### config.mk
export PLATFORM = sky130hd
export DESIGN_NAME = sdram_mode_register_file
export DESIGN_NICKNAME = d
export VERILOG_FILES = /design/src/mode_reg_pkg.sv /design/src/sdram_mode_register_file.sv
export VERILOG_INCLUDE_DIRS = /design/src
export SDC_FILE = /design/constraint.sdc
export NUM_CORES = 1
export LEC_CHECK = 0
export ABC_AREA = 1
export BUFFER_PORTS_ARGS = -buffer_cell sky130_fd_sc_hd__buf_4
export CAP_MARGIN = 20
export CORE_AREA = 2 2 89 91
export DETAILED_ROUTE_END_ITERATION = 6
export DIE_AREA = 0 0 91 93
export PLACE_DENSITY = 0.83
export SLEW_MARGIN = 5
export SYNTH_ARGS = -nofsm -noshare
export SYNTH_HDL_FRONTEND = slang
export SYNTH_SLANG_ARGS = --single-unit
### constraint.sdc
create_clock -name mclk -period 1.96 [get_ports mclk]
set_clock_uncertainty 0.05 [all_clocks]
set_input_delay 0.392 -clock mclk [delete_from_list [all_inputs] [get_ports mclk]]
set_output_delay 0.392 -clock mclk [all_outputs]
set_load 0.02 [all_outputs]
### src/mode_reg_consts.svh
// mode register file constants: addresses, field codes, defaults, timing
// assumes inclusion by the package, the design module and the bench top only
`ifndef MODE_REG_CONSTS_SVH
`define MODE_REG_CONSTS_SVH
// --------------------------------------------------------------
// register addresses
// --------------------------------------------------------------
`define ADDR_DEVICE_INFO 8'h00
`define ADDR_BURST_CFG 8'h01
`define ADDR_LATENCY_CFG 8'h02
`define ADDR_DRIVE_CFG 8'h03
`define ADDR_REFRESH_STAT 8'h04
`define ADDR_MAKER_ID 8'h05
`define ADDR_REV_ONE 8'h06
`define ADDR_REV_TWO 8'h07
`define ADDR_GEOMETRY 8'h08
`define ADDR_TEST_MODE 8'h09
`define ADDR_CAL_CMD 8'h0a
`define ADDR_BANK_MASK 8'h10
`define ADDR_TRAIN_A 8'h20
`define ADDR_TRAIN_B 8'h28
`define ADDR_SOFT_RESET 8'h3f
// --------------------------------------------------------------
// field codes and defaults
// --------------------------------------------------------------
`define BL_4 3'h2
`define BL_8 3'h3
`define BL_16 3'h4
`define WR_MIN_CODE 3'h1
`define WR_MAX_CODE 3'h6
`define LAT_DEFAULT 4'h1
`define LAT_MAX_CODE 4'h6
`define DS_DEFAULT 4'h2
`define ZQ_NOT_RUN 2'h0
`define ZQ_TIED_HIGH 2'h1
`define ZQ_SHORTED 2'h2
`define CAL_INIT 8'hff
`define CAL_LONG 8'hab
`define CAL_SHORT 8'h56
`define CAL_RESET 8'hc3
// --------------------------------------------------------------
// timing
// --------------------------------------------------------------
`define CLK_PERIOD_PS 8000
`define INIT_TIME_US 10
// longest time: round down
`define INIT_CYCLES ((`INIT_TIME_US * 1000000) / `CLK_PERIOD_PS)
`endif

### src/mode_reg_pkg.sv
// types shared by the mode register file
// assumes mode_reg_consts.svh on the include path
package mode_reg_pkg;
	`include "mode_reg_consts.svh"
	typedef struct packed {
		logic [2:0] burst_length_field;
		logic burst_type_bit;
		logic wrap_control_bit;
		logic [2:0] write_recovery_count;
		logic [3:0] latencyCode;
		logic [3:0] drive_strength_field;
		logic [3:0] bankMask;
	} mode_cfg_t;
	typedef enum logic [0:0] {
		INIT_BUSY = 1'b1,
		INIT_DONE = 1'b0
	} init_state_t;
endpackage : mode_reg_pkg

### src/sdram_mode_register_file.sv
// mode register file of the sdram: register access, status and burst ordering
// assumes command decode delivers one-cycle strobes synchronous to mclk
`include "mode_reg_consts.svh"
// What this block does
// - each register is readable, writable or both; access honours that class
// - only register read and register write commands access the registers
// - reserved bits read back as zero
// - read of reserved or write-only register still answers with strobe, data undefined
// - write to a read-only register changes nothing
// - device information bit 0 is one while auto-init runs, zero after
// - device type bit and invalid data support bit both read zero
// - self-test field: 00 not run, 01 tied high, 10 shorted, 11 good
// - self-test field updates only when init calibration completes
// - pin tied to command bus supply makes self-test field read 01
// - result 01 or 10 selects factory trim and drops calibration commands
// - burst length field 010/011/100 gives 4/8/16, default 4
// - burst type bit: zero sequential default, one interleaved
// - wrap bit: zero wrap default, one no-wrap legal only with 4 beats
// - write recovery codes 001 to 110 give 3 to 8, default 3
// - beats follow programmed order; interleave only for 8 beats
// - column bit 0 forced zero; order uses 2, 3 or 4 low bits
// - latency codes 0001 to 0110 select read/write pairs, default 3/1
// - drive strength codes select impedance, default 40 ohm
// - auto-init completes within 10 us after the reset write
// - reading refresh status clears the temperature update flag
module sdram_mode_register_file
	import mode_reg_pkg::*;
#(
	parameter logic [7:0] MAKER_CODE = 8'h5a, // arbitrary value
	parameter logic [7:0] REV_ONE_CODE = 8'h11, // arbitrary value
	parameter logic [7:0] REV_TWO_CODE = 8'h22, // arbitrary value
	parameter logic [7:0] GEOMETRY_CODE = 8'h48,
	parameter logic [7:0] PATTERN_A = 8'h55,
	parameter logic [7:0] PATTERN_B = 8'h33
) (
	// clock and reset
	input wire logic mclk,
	input wire logic rst_b,
	// register command port
	input wire logic regReadStrobe,
	input wire logic regWriteStrobe,
	input wire logic [7:0] register_address,
	input wire logic [7:0] register_operand,
	// read answer
	output logic readValid,
	output logic [7:0] readData,
	// status from core engines
	input wire logic initCalDone,
	input wire logic [1:0] selfTestIn,
	input wire logic pinTiedToSupply,
	input wire logic [2:0] refreshRateIn,
	// calibration command out
	output logic calCmdValid,
	output logic [7:0] calCmdCode,
	output logic useFactoryTrim,
	// configuration out
	output mode_cfg_t cfg,
	output logic [3:0] read_latency,
	output logic [2:0] write_latency,
	output logic [3:0] writeRecoveryClocks,
	output logic autoInitBusy,
	// burst column ordering
	input wire logic burstStart,
	input wire logic [3:0] startColumn,
	output logic burstActive,
	output logic [3:0] beatColumn
);
	// --------------------------------------------------------------
	// decode
	// --------------------------------------------------------------
	logic wrBurst, wrLat, wrDrive, wrCal, wrMask, wrReset, rdRefresh;
	logic [1:0] zq_selftest_result;
	logic [2:0] refreshRate;
	logic temperature_update_flag;
	init_state_t initState;
	logic [10:0] initCount;
	logic [4:0] beatCount;
	logic [4:0] beatTotal;
	logic [3:0] beatStart;
	logic [3:0] beatStep;

	// only the two command strobes reach the registers
	assign wrBurst = regWriteStrobe && register_address == `ADDR_BURST_CFG;
	assign wrLat = regWriteStrobe && register_address == `ADDR_LATENCY_CFG;
	assign wrDrive = regWriteStrobe && register_address == `ADDR_DRIVE_CFG;
	assign wrCal = regWriteStrobe && register_address == `ADDR_CAL_CMD;
	assign wrMask = regWriteStrobe && register_address == `ADDR_BANK_MASK;
	assign wrReset = regWriteStrobe && register_address == `ADDR_SOFT_RESET;
	assign rdRefresh = regReadStrobe && register_address == `ADDR_REFRESH_STAT;

	// --------------------------------------------------------------
	// writable configuration
	// --------------------------------------------------------------
	// reserved codes leave the field alone; read-only addresses decode to nothing
	always_ff @(posedge mclk or negedge rst_b) begin
		if (!rst_b) begin
			cfg.burst_length_field <= `BL_4;
			cfg.burst_type_bit <= 1'b0;
			cfg.wrap_control_bit <= 1'b0;
			cfg.write_recovery_count <= `WR_MIN_CODE;
		end else if (wrReset) begin
			cfg.burst_length_field <= `BL_4;
			cfg.burst_type_bit <= 1'b0;
			cfg.wrap_control_bit <= 1'b0;
			cfg.write_recovery_count <= `WR_MIN_CODE;
		end else if (wrBurst) begin
			if (register_operand[2:0] >= `BL_4 && register_operand[2:0] <= `BL_16) begin
				cfg.burst_length_field <= register_operand[2:0];
				// no-wrap only taken with 4 beats
				cfg.wrap_control_bit <= register_operand[4] && register_operand[2:0] == `BL_4;
			end
			cfg.burst_type_bit <= register_operand[3];
			if (register_operand[7:5] >= `WR_MIN_CODE && register_operand[7:5] <= `WR_MAX_CODE) begin
				cfg.write_recovery_count <= register_operand[7:5];
			end
		end
	end

	// latency, drive strength and bank mask
	always_ff @(posedge mclk or negedge rst_b) begin
		if (!rst_b) begin
			cfg.latencyCode <= `LAT_DEFAULT;
			cfg.drive_strength_field <= `DS_DEFAULT;
			cfg.bankMask <= 4'h0;
		end else if (wrReset) begin
			cfg.latencyCode <= `LAT_DEFAULT;
			cfg.drive_strength_field <= `DS_DEFAULT;
			cfg.bankMask <= 4'h0;
		end else begin
			if (wrLat && register_operand[3:0] != 4'h0 && register_operand[3:0] <= `LAT_MAX_CODE) begin
				cfg.latencyCode <= register_operand[3:0];
			end
			if (wrDrive && register_operand[3:0] != 4'h0 && register_operand[3:0] <= 4'h7
					&& register_operand[3:0] != 4'h5) begin
				cfg.drive_strength_field <= register_operand[3:0];
			end
			if (wrMask) begin
				cfg.bankMask <= register_operand[3:0]; // upper bits ignored
			end
		end
	end

	// decoded counts for the core timing engines
	always_comb begin
		read_latency = cfg.latencyCode + 4'h2;
		case (cfg.latencyCode)
			4'h1: write_latency = 3'h1;
			4'h2, 4'h3: write_latency = 3'h2;
			4'h4: write_latency = 3'h3;
			default: write_latency = 3'h4;
		endcase
		writeRecoveryClocks = {1'b0, cfg.write_recovery_count} + 4'h2;
	end

	// --------------------------------------------------------------
	// auto-initialization status
	// --------------------------------------------------------------
	// restarted by power-on reset and by the soft reset write
	always_ff @(posedge mclk or negedge rst_b) begin
		if (!rst_b) begin
			initState <= INIT_BUSY;
			initCount <= 11'h0;
		end else if (wrReset) begin
			initState <= INIT_BUSY;
			initCount <= 11'h0;
		end else if (initState == INIT_BUSY) begin
			initCount <= initCount + 11'h1;
			if (initCount == 11'(`INIT_CYCLES - 1)) begin
				initState <= INIT_DONE;
			end
		end
	end
	assign autoInitBusy = initState == INIT_BUSY;

	// self-test result, only on init calibration completion
	always_ff @(posedge mclk or negedge rst_b) begin
		if (!rst_b) begin
			zq_selftest_result <= `ZQ_NOT_RUN;
		end else if (initCalDone) begin
			zq_selftest_result <= pinTiedToSupply ? `ZQ_TIED_HIGH : selfTestIn;
		end
	end

	// a suspect pin falls back to factory trim
	assign useFactoryTrim = zq_selftest_result == `ZQ_TIED_HIGH || zq_selftest_result == `ZQ_SHORTED;

	// forward valid calibration codes; reserved codes and factory trim drop them
	always_ff @(posedge mclk or negedge rst_b) begin
		if (!rst_b) begin
			calCmdValid <= 1'b0;
			calCmdCode <= 8'h00;
		end else begin
			calCmdValid <= wrCal && !useFactoryTrim && (register_operand == `CAL_INIT
				|| register_operand == `CAL_LONG || register_operand == `CAL_SHORT
				|| register_operand == `CAL_RESET);
			if (wrCal) begin
				calCmdCode <= register_operand;
			end
		end
	end

	// --------------------------------------------------------------
	// refresh rate and temperature update flag
	// --------------------------------------------------------------
	// a change in the same cycle as the read keeps the flag set
	always_ff @(posedge mclk or negedge rst_b) begin
		if (!rst_b) begin
			refreshRate <= 3'h3;
			temperature_update_flag <= 1'b0;
		end else begin
			refreshRate <= refreshRateIn;
			if (refreshRateIn != refreshRate) begin
				temperature_update_flag <= 1'b1;
			end else if (rdRefresh) begin
				temperature_update_flag <= 1'b0;
			end
		end
	end

	// --------------------------------------------------------------
	// read path
	// --------------------------------------------------------------
	// every read answers one cycle later, even for unreadable addresses
	always_ff @(posedge mclk or negedge rst_b) begin
		if (!rst_b) begin
			readValid <= 1'b0;
			readData <= 8'h00;
		end else begin
			readValid <= regReadStrobe;
			if (regReadStrobe) begin
				case (register_address)
					`ADDR_DEVICE_INFO: readData <= {3'h0, zq_selftest_result, 2'h0, autoInitBusy};
					`ADDR_REFRESH_STAT: readData <= {temperature_update_flag, 4'h0, refreshRate};
					`ADDR_MAKER_ID: readData <= MAKER_CODE;
					`ADDR_REV_ONE: readData <= REV_ONE_CODE;
					`ADDR_REV_TWO: readData <= REV_TWO_CODE;
					`ADDR_GEOMETRY: readData <= GEOMETRY_CODE;
					`ADDR_TRAIN_A: readData <= PATTERN_A;
					`ADDR_TRAIN_B: readData <= PATTERN_B;
					default: readData <= 8'h00; // undefined data; zero is as good as any
				endcase
			end
		end
	end

	// --------------------------------------------------------------
	// burst column order
	// --------------------------------------------------------------
	// column bit 0 is never carried, so it is forced low
	always_ff @(posedge mclk or negedge rst_b) begin
		if (!rst_b) begin
			beatCount <= 5'h0;
			beatStart <= 4'h0;
		end else if (burstStart) begin
			beatCount <= 5'h1;
			beatStart <= {startColumn[3:1], 1'b0};
		end else if (beatCount != 5'h0 && beatCount != beatTotal) begin
			beatCount <= beatCount + 5'h1;
		end else begin
			beatCount <= 5'h0;
		end
	end

	assign beatTotal = cfg.burst_length_field == `BL_16 ? 5'h10 :
		cfg.burst_length_field == `BL_8 ? 5'h08 : 5'h04;
	assign burstActive = beatCount != 5'h0;
	assign beatStep = beatCount[3:0] - 4'h1;

	// sequential wraps within the burst except with no-wrap, interleave xors for 8 beats
	always_comb begin
		if (!burstActive) begin
			beatColumn = 4'h0;
		end else if (cfg.burst_length_field == `BL_8 && cfg.burst_type_bit) begin
			beatColumn = {1'b0, beatStart[2:0] ^ beatStep[2:0]};
		end else if (cfg.burst_length_field == `BL_8) begin
			beatColumn = {1'b0, beatStart[2:0] + beatStep[2:0]};
		end else if (cfg.burst_length_field == `BL_16) begin
			beatColumn = beatStart + beatStep;
		end else if (cfg.wrap_control_bit) begin
			beatColumn = beatStart + beatStep; // no wrap; boundaries kept by the controller
		end else begin
			beatColumn = {2'h0, beatStart[1:0] + beatStep[1:0]};
		end
	end

	// --------------------------------------------------------------
	// checks
	// --------------------------------------------------------------
	logic [11:0] busyCycles;
	always_ff @(posedge mclk or negedge rst_b) begin
		if (!rst_b) begin
			busyCycles <= 12'h0;
		end else if (wrReset || !autoInitBusy) begin
			busyCycles <= 12'h0;
		end else begin
			busyCycles <= busyCycles + 12'h1;
		end
	end

	a_init_time_bound: assert property (@(posedge mclk) disable iff (!rst_b)
		busyCycles <= 12'(`INIT_CYCLES)) else $error("auto-init exceeded its time");
	a_read_always_answers: assert property (@(posedge mclk) disable iff (!rst_b)
		regReadStrobe |=> readValid) else $error("read without answer");
	a_info_reserved_zero: assert property (@(posedge mclk) disable iff (!rst_b)
		regReadStrobe && register_address == `ADDR_DEVICE_INFO |=> readData[7:5] == 3'h0 && readData[2:1] == 2'h0
		&& readData[0] == $past(autoInitBusy)) else $error("device info bits wrong");
	a_tuf_read_clear: assert property (@(posedge mclk) disable iff (!rst_b)
		rdRefresh && refreshRateIn == refreshRate |=> !temperature_update_flag) else $error("flag not cleared");
	a_ro_write_ignored: assert property (@(posedge mclk) disable iff (!rst_b)
		regWriteStrobe && register_address == `ADDR_DEVICE_INFO |=> $stable(cfg)) else $error("read-only write acted");
	a_selftest_hold: assert property (@(posedge mclk) disable iff (!rst_b)
		!initCalDone |=> $stable(zq_selftest_result)) else $error("self-test moved early");
	a_tied_reads_one: assert property (@(posedge mclk) disable iff (!rst_b)
		initCalDone && pinTiedToSupply |=> zq_selftest_result == `ZQ_TIED_HIGH) else $error("tied pin not 01");
	a_trim_blocks_cal: assert property (@(posedge mclk) disable iff (!rst_b)
		useFactoryTrim && !initCalDone |=> !calCmdValid) else $error("calibration passed under trim");
	a_nowrap_only_bl4: assert property (@(posedge mclk) disable iff (!rst_b)
		cfg.wrap_control_bit |-> cfg.burst_length_field == `BL_4) else $error("no-wrap with long burst");
	a_burst_length_beats: assert property (@(posedge mclk) disable iff (!rst_b)
		burstStart && cfg.burst_length_field == `BL_4 && !wrBurst |=> burstActive [*4] ##1 !burstActive || burstStart)
		else $error("burst of 4 wrong length");
	// reserved codes must leave each field exactly as it was
	a_burst_code_keep: assert property (@(posedge mclk) disable iff (!rst_b)
		wrBurst && (register_operand[2:0] < `BL_4 || register_operand[2:0] > `BL_16)
		|=> $stable(cfg.burst_length_field)) else $error("reserved burst length taken");
	a_recovery_code_keep: assert property (@(posedge mclk) disable iff (!rst_b)
		wrBurst && (register_operand[7:5] < `WR_MIN_CODE || register_operand[7:5] > `WR_MAX_CODE)
		|=> $stable(cfg.write_recovery_count)) else $error("reserved recovery code taken");
	a_latency_code_keep: assert property (@(posedge mclk) disable iff (!rst_b)
		wrLat && (register_operand[3:0] == 4'h0 || register_operand[3:0] > `LAT_MAX_CODE)
		|=> $stable(cfg.latencyCode)) else $error("reserved latency code taken");
	a_drive_code_keep: assert property (@(posedge mclk) disable iff (!rst_b)
		wrDrive && (register_operand[3:0] == 4'h0 || register_operand[3:0] == 4'h5 || register_operand[3:0] > 4'h7)
		|=> $stable(cfg.drive_strength_field)) else $error("reserved drive code taken");
	a_reset_write_busy: assert property (@(posedge mclk) disable iff (!rst_b)
		wrReset |=> autoInitBusy && cfg.burst_length_field == `BL_4) else $error("soft reset did not restart");
	a_selftest_latch: assert property (@(posedge mclk) disable iff (!rst_b)
		initCalDone && !pinTiedToSupply |=> zq_selftest_result == $past(selfTestIn)) else $error("self-test not latched");
	a_tuf_change_sets: assert property (@(posedge mclk) disable iff (!rst_b)
		refreshRateIn != refreshRate |=> temperature_update_flag) else $error("rate change did not set flag");
	a_first_beat_even: assert property (@(posedge mclk) disable iff (!rst_b)
		burstStart |=> burstActive && !beatColumn[0]) else $error("first beat on odd column");
endmodule : sdram_mode_register_file

======== Yosys cells after proc, flatten, opt, wreduce, memory -nomap -nowiden ========
Index checks and enable logic that the tools add are counted.
operators by class
  add/sub/neg operators ................... 8
  magnitude comparators ................... 6
  equality and inequality tests ........... 30
  multiplexer cells ....................... 28
  bitwise gates (word level) .............. 1
  reduce and logical (&&, ||, !) cells .... 38
operators with widths
  kind                   number
  $pmux 8 s8             1
  $mux 4                 9
  $eq 8x3->1 const B     4
  $eq 8x6->1 const B     3
  $eq 8x8->1 const B     3
  $mux 11                2
  $logic_and 1x1->1      19
  $eq 8x2->1 const B     2
  $eq 8x4->1 const B     2
  $mux 8                 2
  $reduce_bool 2->1      8
  $mux 5                 3
  $mux 12                1
  $add 11x1->11 const B  1
  $eq 11x11->1 const B   1
  $pmux 3 s3             1
  $eq 4x2->1 const B     2
  $eq 8x1->1 const B     1
  $eq 8x5->1 const B     1
  $eq 8x7->1 const B     1
  $le 4x3->1 const B     2
  $logic_not 8->1        1
  $eq 3x2->1 const B     2
  $le 3x3->1 const B     2
  other kinds (27)       37
word-level totals
  register bits after elaboration ......... 64
  output and inout bits ................... 56

======== Depth between registers and ports, before layout ========
  depth in word-level cells ............... 7
  mapped depth ............................ 11

======== Worst setup path after synthesis ========
No wires, ideal clock.
  path kind ............................... reg-to-output
  start ................................... register beatCount[0]
  end ..................................... output port beatColumn[2]
  data arrival time ....................... 1974 ps
  required time ........................... 1518 ps
  slack ................................... -456 ps
  cell stages (with the launch flop) ...... 10
  path buffers ............................ 0
  cells stage by stage .................... dfrtp_1 inv_1 ha_1 inv_1 ha_1 inv_1 fa_1 o21ai_0 o31ai_1 nor3_1
on the way
  longest elaborated chain between the ends .. 7
  elaborated cells between the ends (all ways) .. 10
  those cells by class .................... add/sub (3); mux (5); bitwise (1); reduce/logical (1)
RTL lines
  element                   RTL line                                                          source
  start: declaration        sdram_mode_register_file.sv:77                                    logic [4:0] beatCount;
  start signal: assignment  sdram_mode_register_file.sv:258                                   beatCount <= beatCount + 5'h1;
  $sub 4x1->4               sdram_mode_register_file.sv:267                                   assign beatStep = beatCount[3:0] - 4'h1;
  $add 4x4->4               sdram_mode_register_file.sv:278, sdram_mode_register_file.sv:280
  $mux 4                    sdram_mode_register_file.sv:279                                   end else if (cfg.wrap_control_bit) begin
  $mux 4                    sdram_mode_register_file.sv:277                                   end else if (cfg.burst_length_field == `BL_16) begin
  $mux 4                    sdram_mode_register_file.sv:275                                   end else if (cfg.burst_length_field == `BL_8) begin
  $mux 4                    sdram_mode_register_file.sv:273                                   end else if (cfg.burst_length_field == `BL_8 && cfg.burst_type_bit) begin
  $mux 4 *                  sdram_mode_register_file.sv:271                                   if (!burstActive) begin
  end: declaration          sdram_mode_register_file.sv:66                                    output logic [3:0] beatColumn
Every way passes the cells marked *; elsewhere a longest branch is shown, timed or not.

======== Worst setup path in the final report ========
Same ends and word-level chain as after synthesis.

==> reports/qor.csv <==
stage;metric;value;unit
synthesis;yosys warns;0;
worst_setup_path;R2R depth;12;
synthesis;synthesized net count;489;
worst_setup_path;CP arrival;2.12;ns
power;Switching Fraction;32.3;%
worst_setup_path;Worst setup endpoint;beatColumn[2];
timing;RSZ-0062 raised after global routing;yes;
timing;Setup-failing EPs final;5;
synthesis;largest cells by area after synthesis;dfrtp_1 (41%), nand2_1 (11%), inv_1 (6.7%);
worst_setup_path;CP Launch Type;flop;
worst_setup_path;Worst EP required;1.52;ns
floorplan;height of the die;93;µm
cts;clk_lat worst skew;0.34;ns
synthesis;sequential area share after synthesis;45.9;%
placement;placed instance count;637;
synthesis;Post-Syn Area;3510;µm²
worst_setup_path;reg2reg start;beatCount[1]$_DFF_PN0_;
status;failing checks;negative setup slack;
cts;Sink Count;64;
drt;DRT Wirelength;8240;µm
floorplan;num ports;88;
grt;Total GRT Usage;20.1;%
timing;final hold vios;0;
cts;H-tree Lvls;3;
placement;dpl cell area;4350;µm²
grt;largest net degree at the start of global routing;39;
cts;CTS tree;built;
grt;initial antenna violation count;0;
drt;DRT iter0 DRCs;155;
floorplan;Die W;91;µm
worst_setup_path;reg-to-reg endpoint;beatCount[1]$_DFF_PN0_;
floorplan;total die area;8460;µm²
grt;grt ovf;0;
timing;crit share post-route;131;%
power;Worst IR Drop VDD;0.000454;V
worst_hold_path;Hold WC Path Type;in2reg;
timing;setup ws final;-0.600;ns
final_layout;Inserted Diodes;0;
worst_setup_path;CP startpoint;beatCount[0]$_DFF_PN0_;
cts;Max clock buf depth;2;
worst_setup_path;r2r setup slk;0.41;ns
final_layout;Layout area overhead;31.3;%
synthesis;share of the synthesized area in the top cell type;40.7;%
worst_setup_path;kind of critical path;reg2out;
final_layout;Finished Layout Cells;657;
worst_setup_path;crit end category;output port;
status;status;complete, but fails checks;
power;sequential share of power;42.8;%
drt;Avg WL per Cell;12.5;µm
grt;number of global-route vias before repair;3160;
floorplan;Core Region;7530;µm²
placement;IO buf count;86;
placement;dpl hpwl;6250;µm
power;Pwr per Cell Area;809;nW/µm²
timing;Slew @ Worst Pin;0.357;ns
synthesis;Mapped Cells;448;
placement;GPL Wtd Cong;0.865;
drt;drt drc;0;
power;internal power;2.52;mW
power;Comb power frac;26.8;%
synthesis;Yosys top cell by area;dfrtp_1;
floorplan;Initial Utilization;46.6;%
final_layout;layout cells sized above 1;29.0;%
timing;Slew headroom;76.2;%
power;P_leak;2.46;nW
drt;via count;3276;
drt;antenna viol nets, final;0;
worst_setup_path;CP max FO;2;
grt;first-pass GRT wire length;13800;µm
drt;mean number of vias per cell;4.99;
timing;Max Clk Rate;391;MHz
synthesis;Synth Register Bits;64;
synthesis;Syn Area/Cell;7.83;µm²
power;Psw;1.20;mW
cts;Clock transition at path regs;0.07;ns
cts;CTS root buf;clkbuf_8;
power;clock power share;30.4;%
final_layout;post-route cell area;4610;µm²
final_layout;commonest cells after routing, fill and taps aside;nand2_1 (105), buf_4 (96), inv_1 (58), dfrtp_1 (57), nor2_1 (54);
final_layout;Final #Nets;591;
timing;Slew Viols, Final;0;
final_layout;commonest non-fill, non-tap cell in the layout;nand2_1;
run;Max-Cap Viols;0;
synthesis;post-synthesis cell type count;38;
drt;Pre-antenna DRT Iters;4;
timing;Hold WS;0.119;ns
cts;total CTS buffers;9;
floorplan;Core Rows;32;
timing;min Tclk post-route;2.56;ns
-- power groups by stage --
stage               clock, mW  combinational, mW  sequential, mW
detailed placement          0              0.946            1.62
global route             1.20               1.11            1.62
CTS                      1.16              0.981            1.60
finish                   1.13              0.998            1.60
floorplan                   0              0.556            1.63
global placement            0              0.910            1.61
-- critical path, cell delays in order, from the launching register on --
cell,delay (ns)
dfrtp_1,0.36
inv_2,0.06
ha_4,0.27
inv_4,0.03
ha_4,0.14
inv_2,0.05
fa_2,0.41
o21ai_1,0.08
o31ai_1,0.09
nor3_2,0.12
buf_4,0.17
-- worst min path at each step --
stage	end	slack (ns)	cells after the start	from
floorplan	beatCount[0]$_DFF_PN0_	0.05	0	rst_b
global placement	beatCount[4]$_DFF_PN0_	0.27	1	rst_b
detailed placement	beatCount[4]$_DFF_PN0_	0.28	1	rst_b
CTS	refreshRate[1]$_DFF_PN1_	0.11	1	refreshRateIn[1]
global route	refreshRate[1]$_DFF_PN1_	0.11	1	refreshRateIn[1]
finish	refreshRate[1]$_DFF_PN1_	0.12	1	refreshRateIn[1]
-- state kept, by name, indices dropped and copies added, names as in the netlist --
register                 flops
beatStart                    3
cfg                         20
readData                     8
calCmdCode                   8
readValid                    1
refreshRate                  3
beatCount                    5
autoInitBusy                 1
temperature_update_flag      1
initCount                   11
calCmdValid                  1
zq_selftest_result           2
-- area by class of cell --
| class | count | area [µm²] |
|---|---|---|
| clock buffers | 11 | 141 |
| flip-flops and latches | 64 | 1610 |
| well taps | 102 | 128 |
| clock inverters | 5 | 56.3 |
| repair buffers | 99 | 762 |
| multi-input cells | 308 | 1650 |
| inverters | 68 | 260 |
| fillers | 688 | 2920 |
-- kinds of logic after synthesis --
kind of cell,after synthesis,synth area share [%]
xor+xnor,10,2.50
fa+ha+maj,9,3.43
compound gates,54,9.31
buf+inv,76,8.95
flops,64,45.9
simple gates,235,29.9
-- timing repair --
action,4_1_cts,5_1_grt
resized for setup,5,5
endpoints found under the hold margin,22,0
buffers inserted,1,2
pin swaps,4,3
endpoints found under the setup margin,5,7
cloned,0,0
hold buffers,1,0
-- metal layers --
| metal | track usage, % | wire length (µm) | part of all wire (%) | vias to the layer above |
|---|---|---|---|---|
| li1 | - | - | - | 1631 |
| met5 | 0 | 0 | 0 | - |
| met2 | 34.4 | 4060 | 49 | 83 |
| met3 | 4.35 | 413 | 5.0 | 11 |
| met1 | 25.0 | 3640 | 44 | 1551 |
| met4 | 7.32 | 118 | 1.4 | 0 |
-- synthesized netlist by cell type, drive strengths merged --
library cell,number
dfstp,7
nand2,111
a21oi,11
xor2,5
o211ai,2
o21bai,1
nand3b,1
nor3,15
dfrtp,57
nor2,58
clkbuf,2
fa,1
nand3,36
xnor2,5
inv,68
o21ai,36
o31ai,1
nor3b,2
a22o,1
o21a,2
nand4,12
buf,6
ha,8
-- per-stage QoR --
step	total power, mW	setup WS (ns)	util [%]	setup TNS [ns]
after floorplan	2.19	-0.291	-	-0.491
after global placement	2.52	-0.271	57.7	-0.512
after detailed placement	2.57	-0.324	57.7	-0.647
after CTS	3.73	-0.626	60.8	-1.88
after global routing	3.93	-0.693	61.2	-2.38
final	3.73	-0.600	61.2	-1.71
Note: power is estimated with default switching activity, not from simulation.
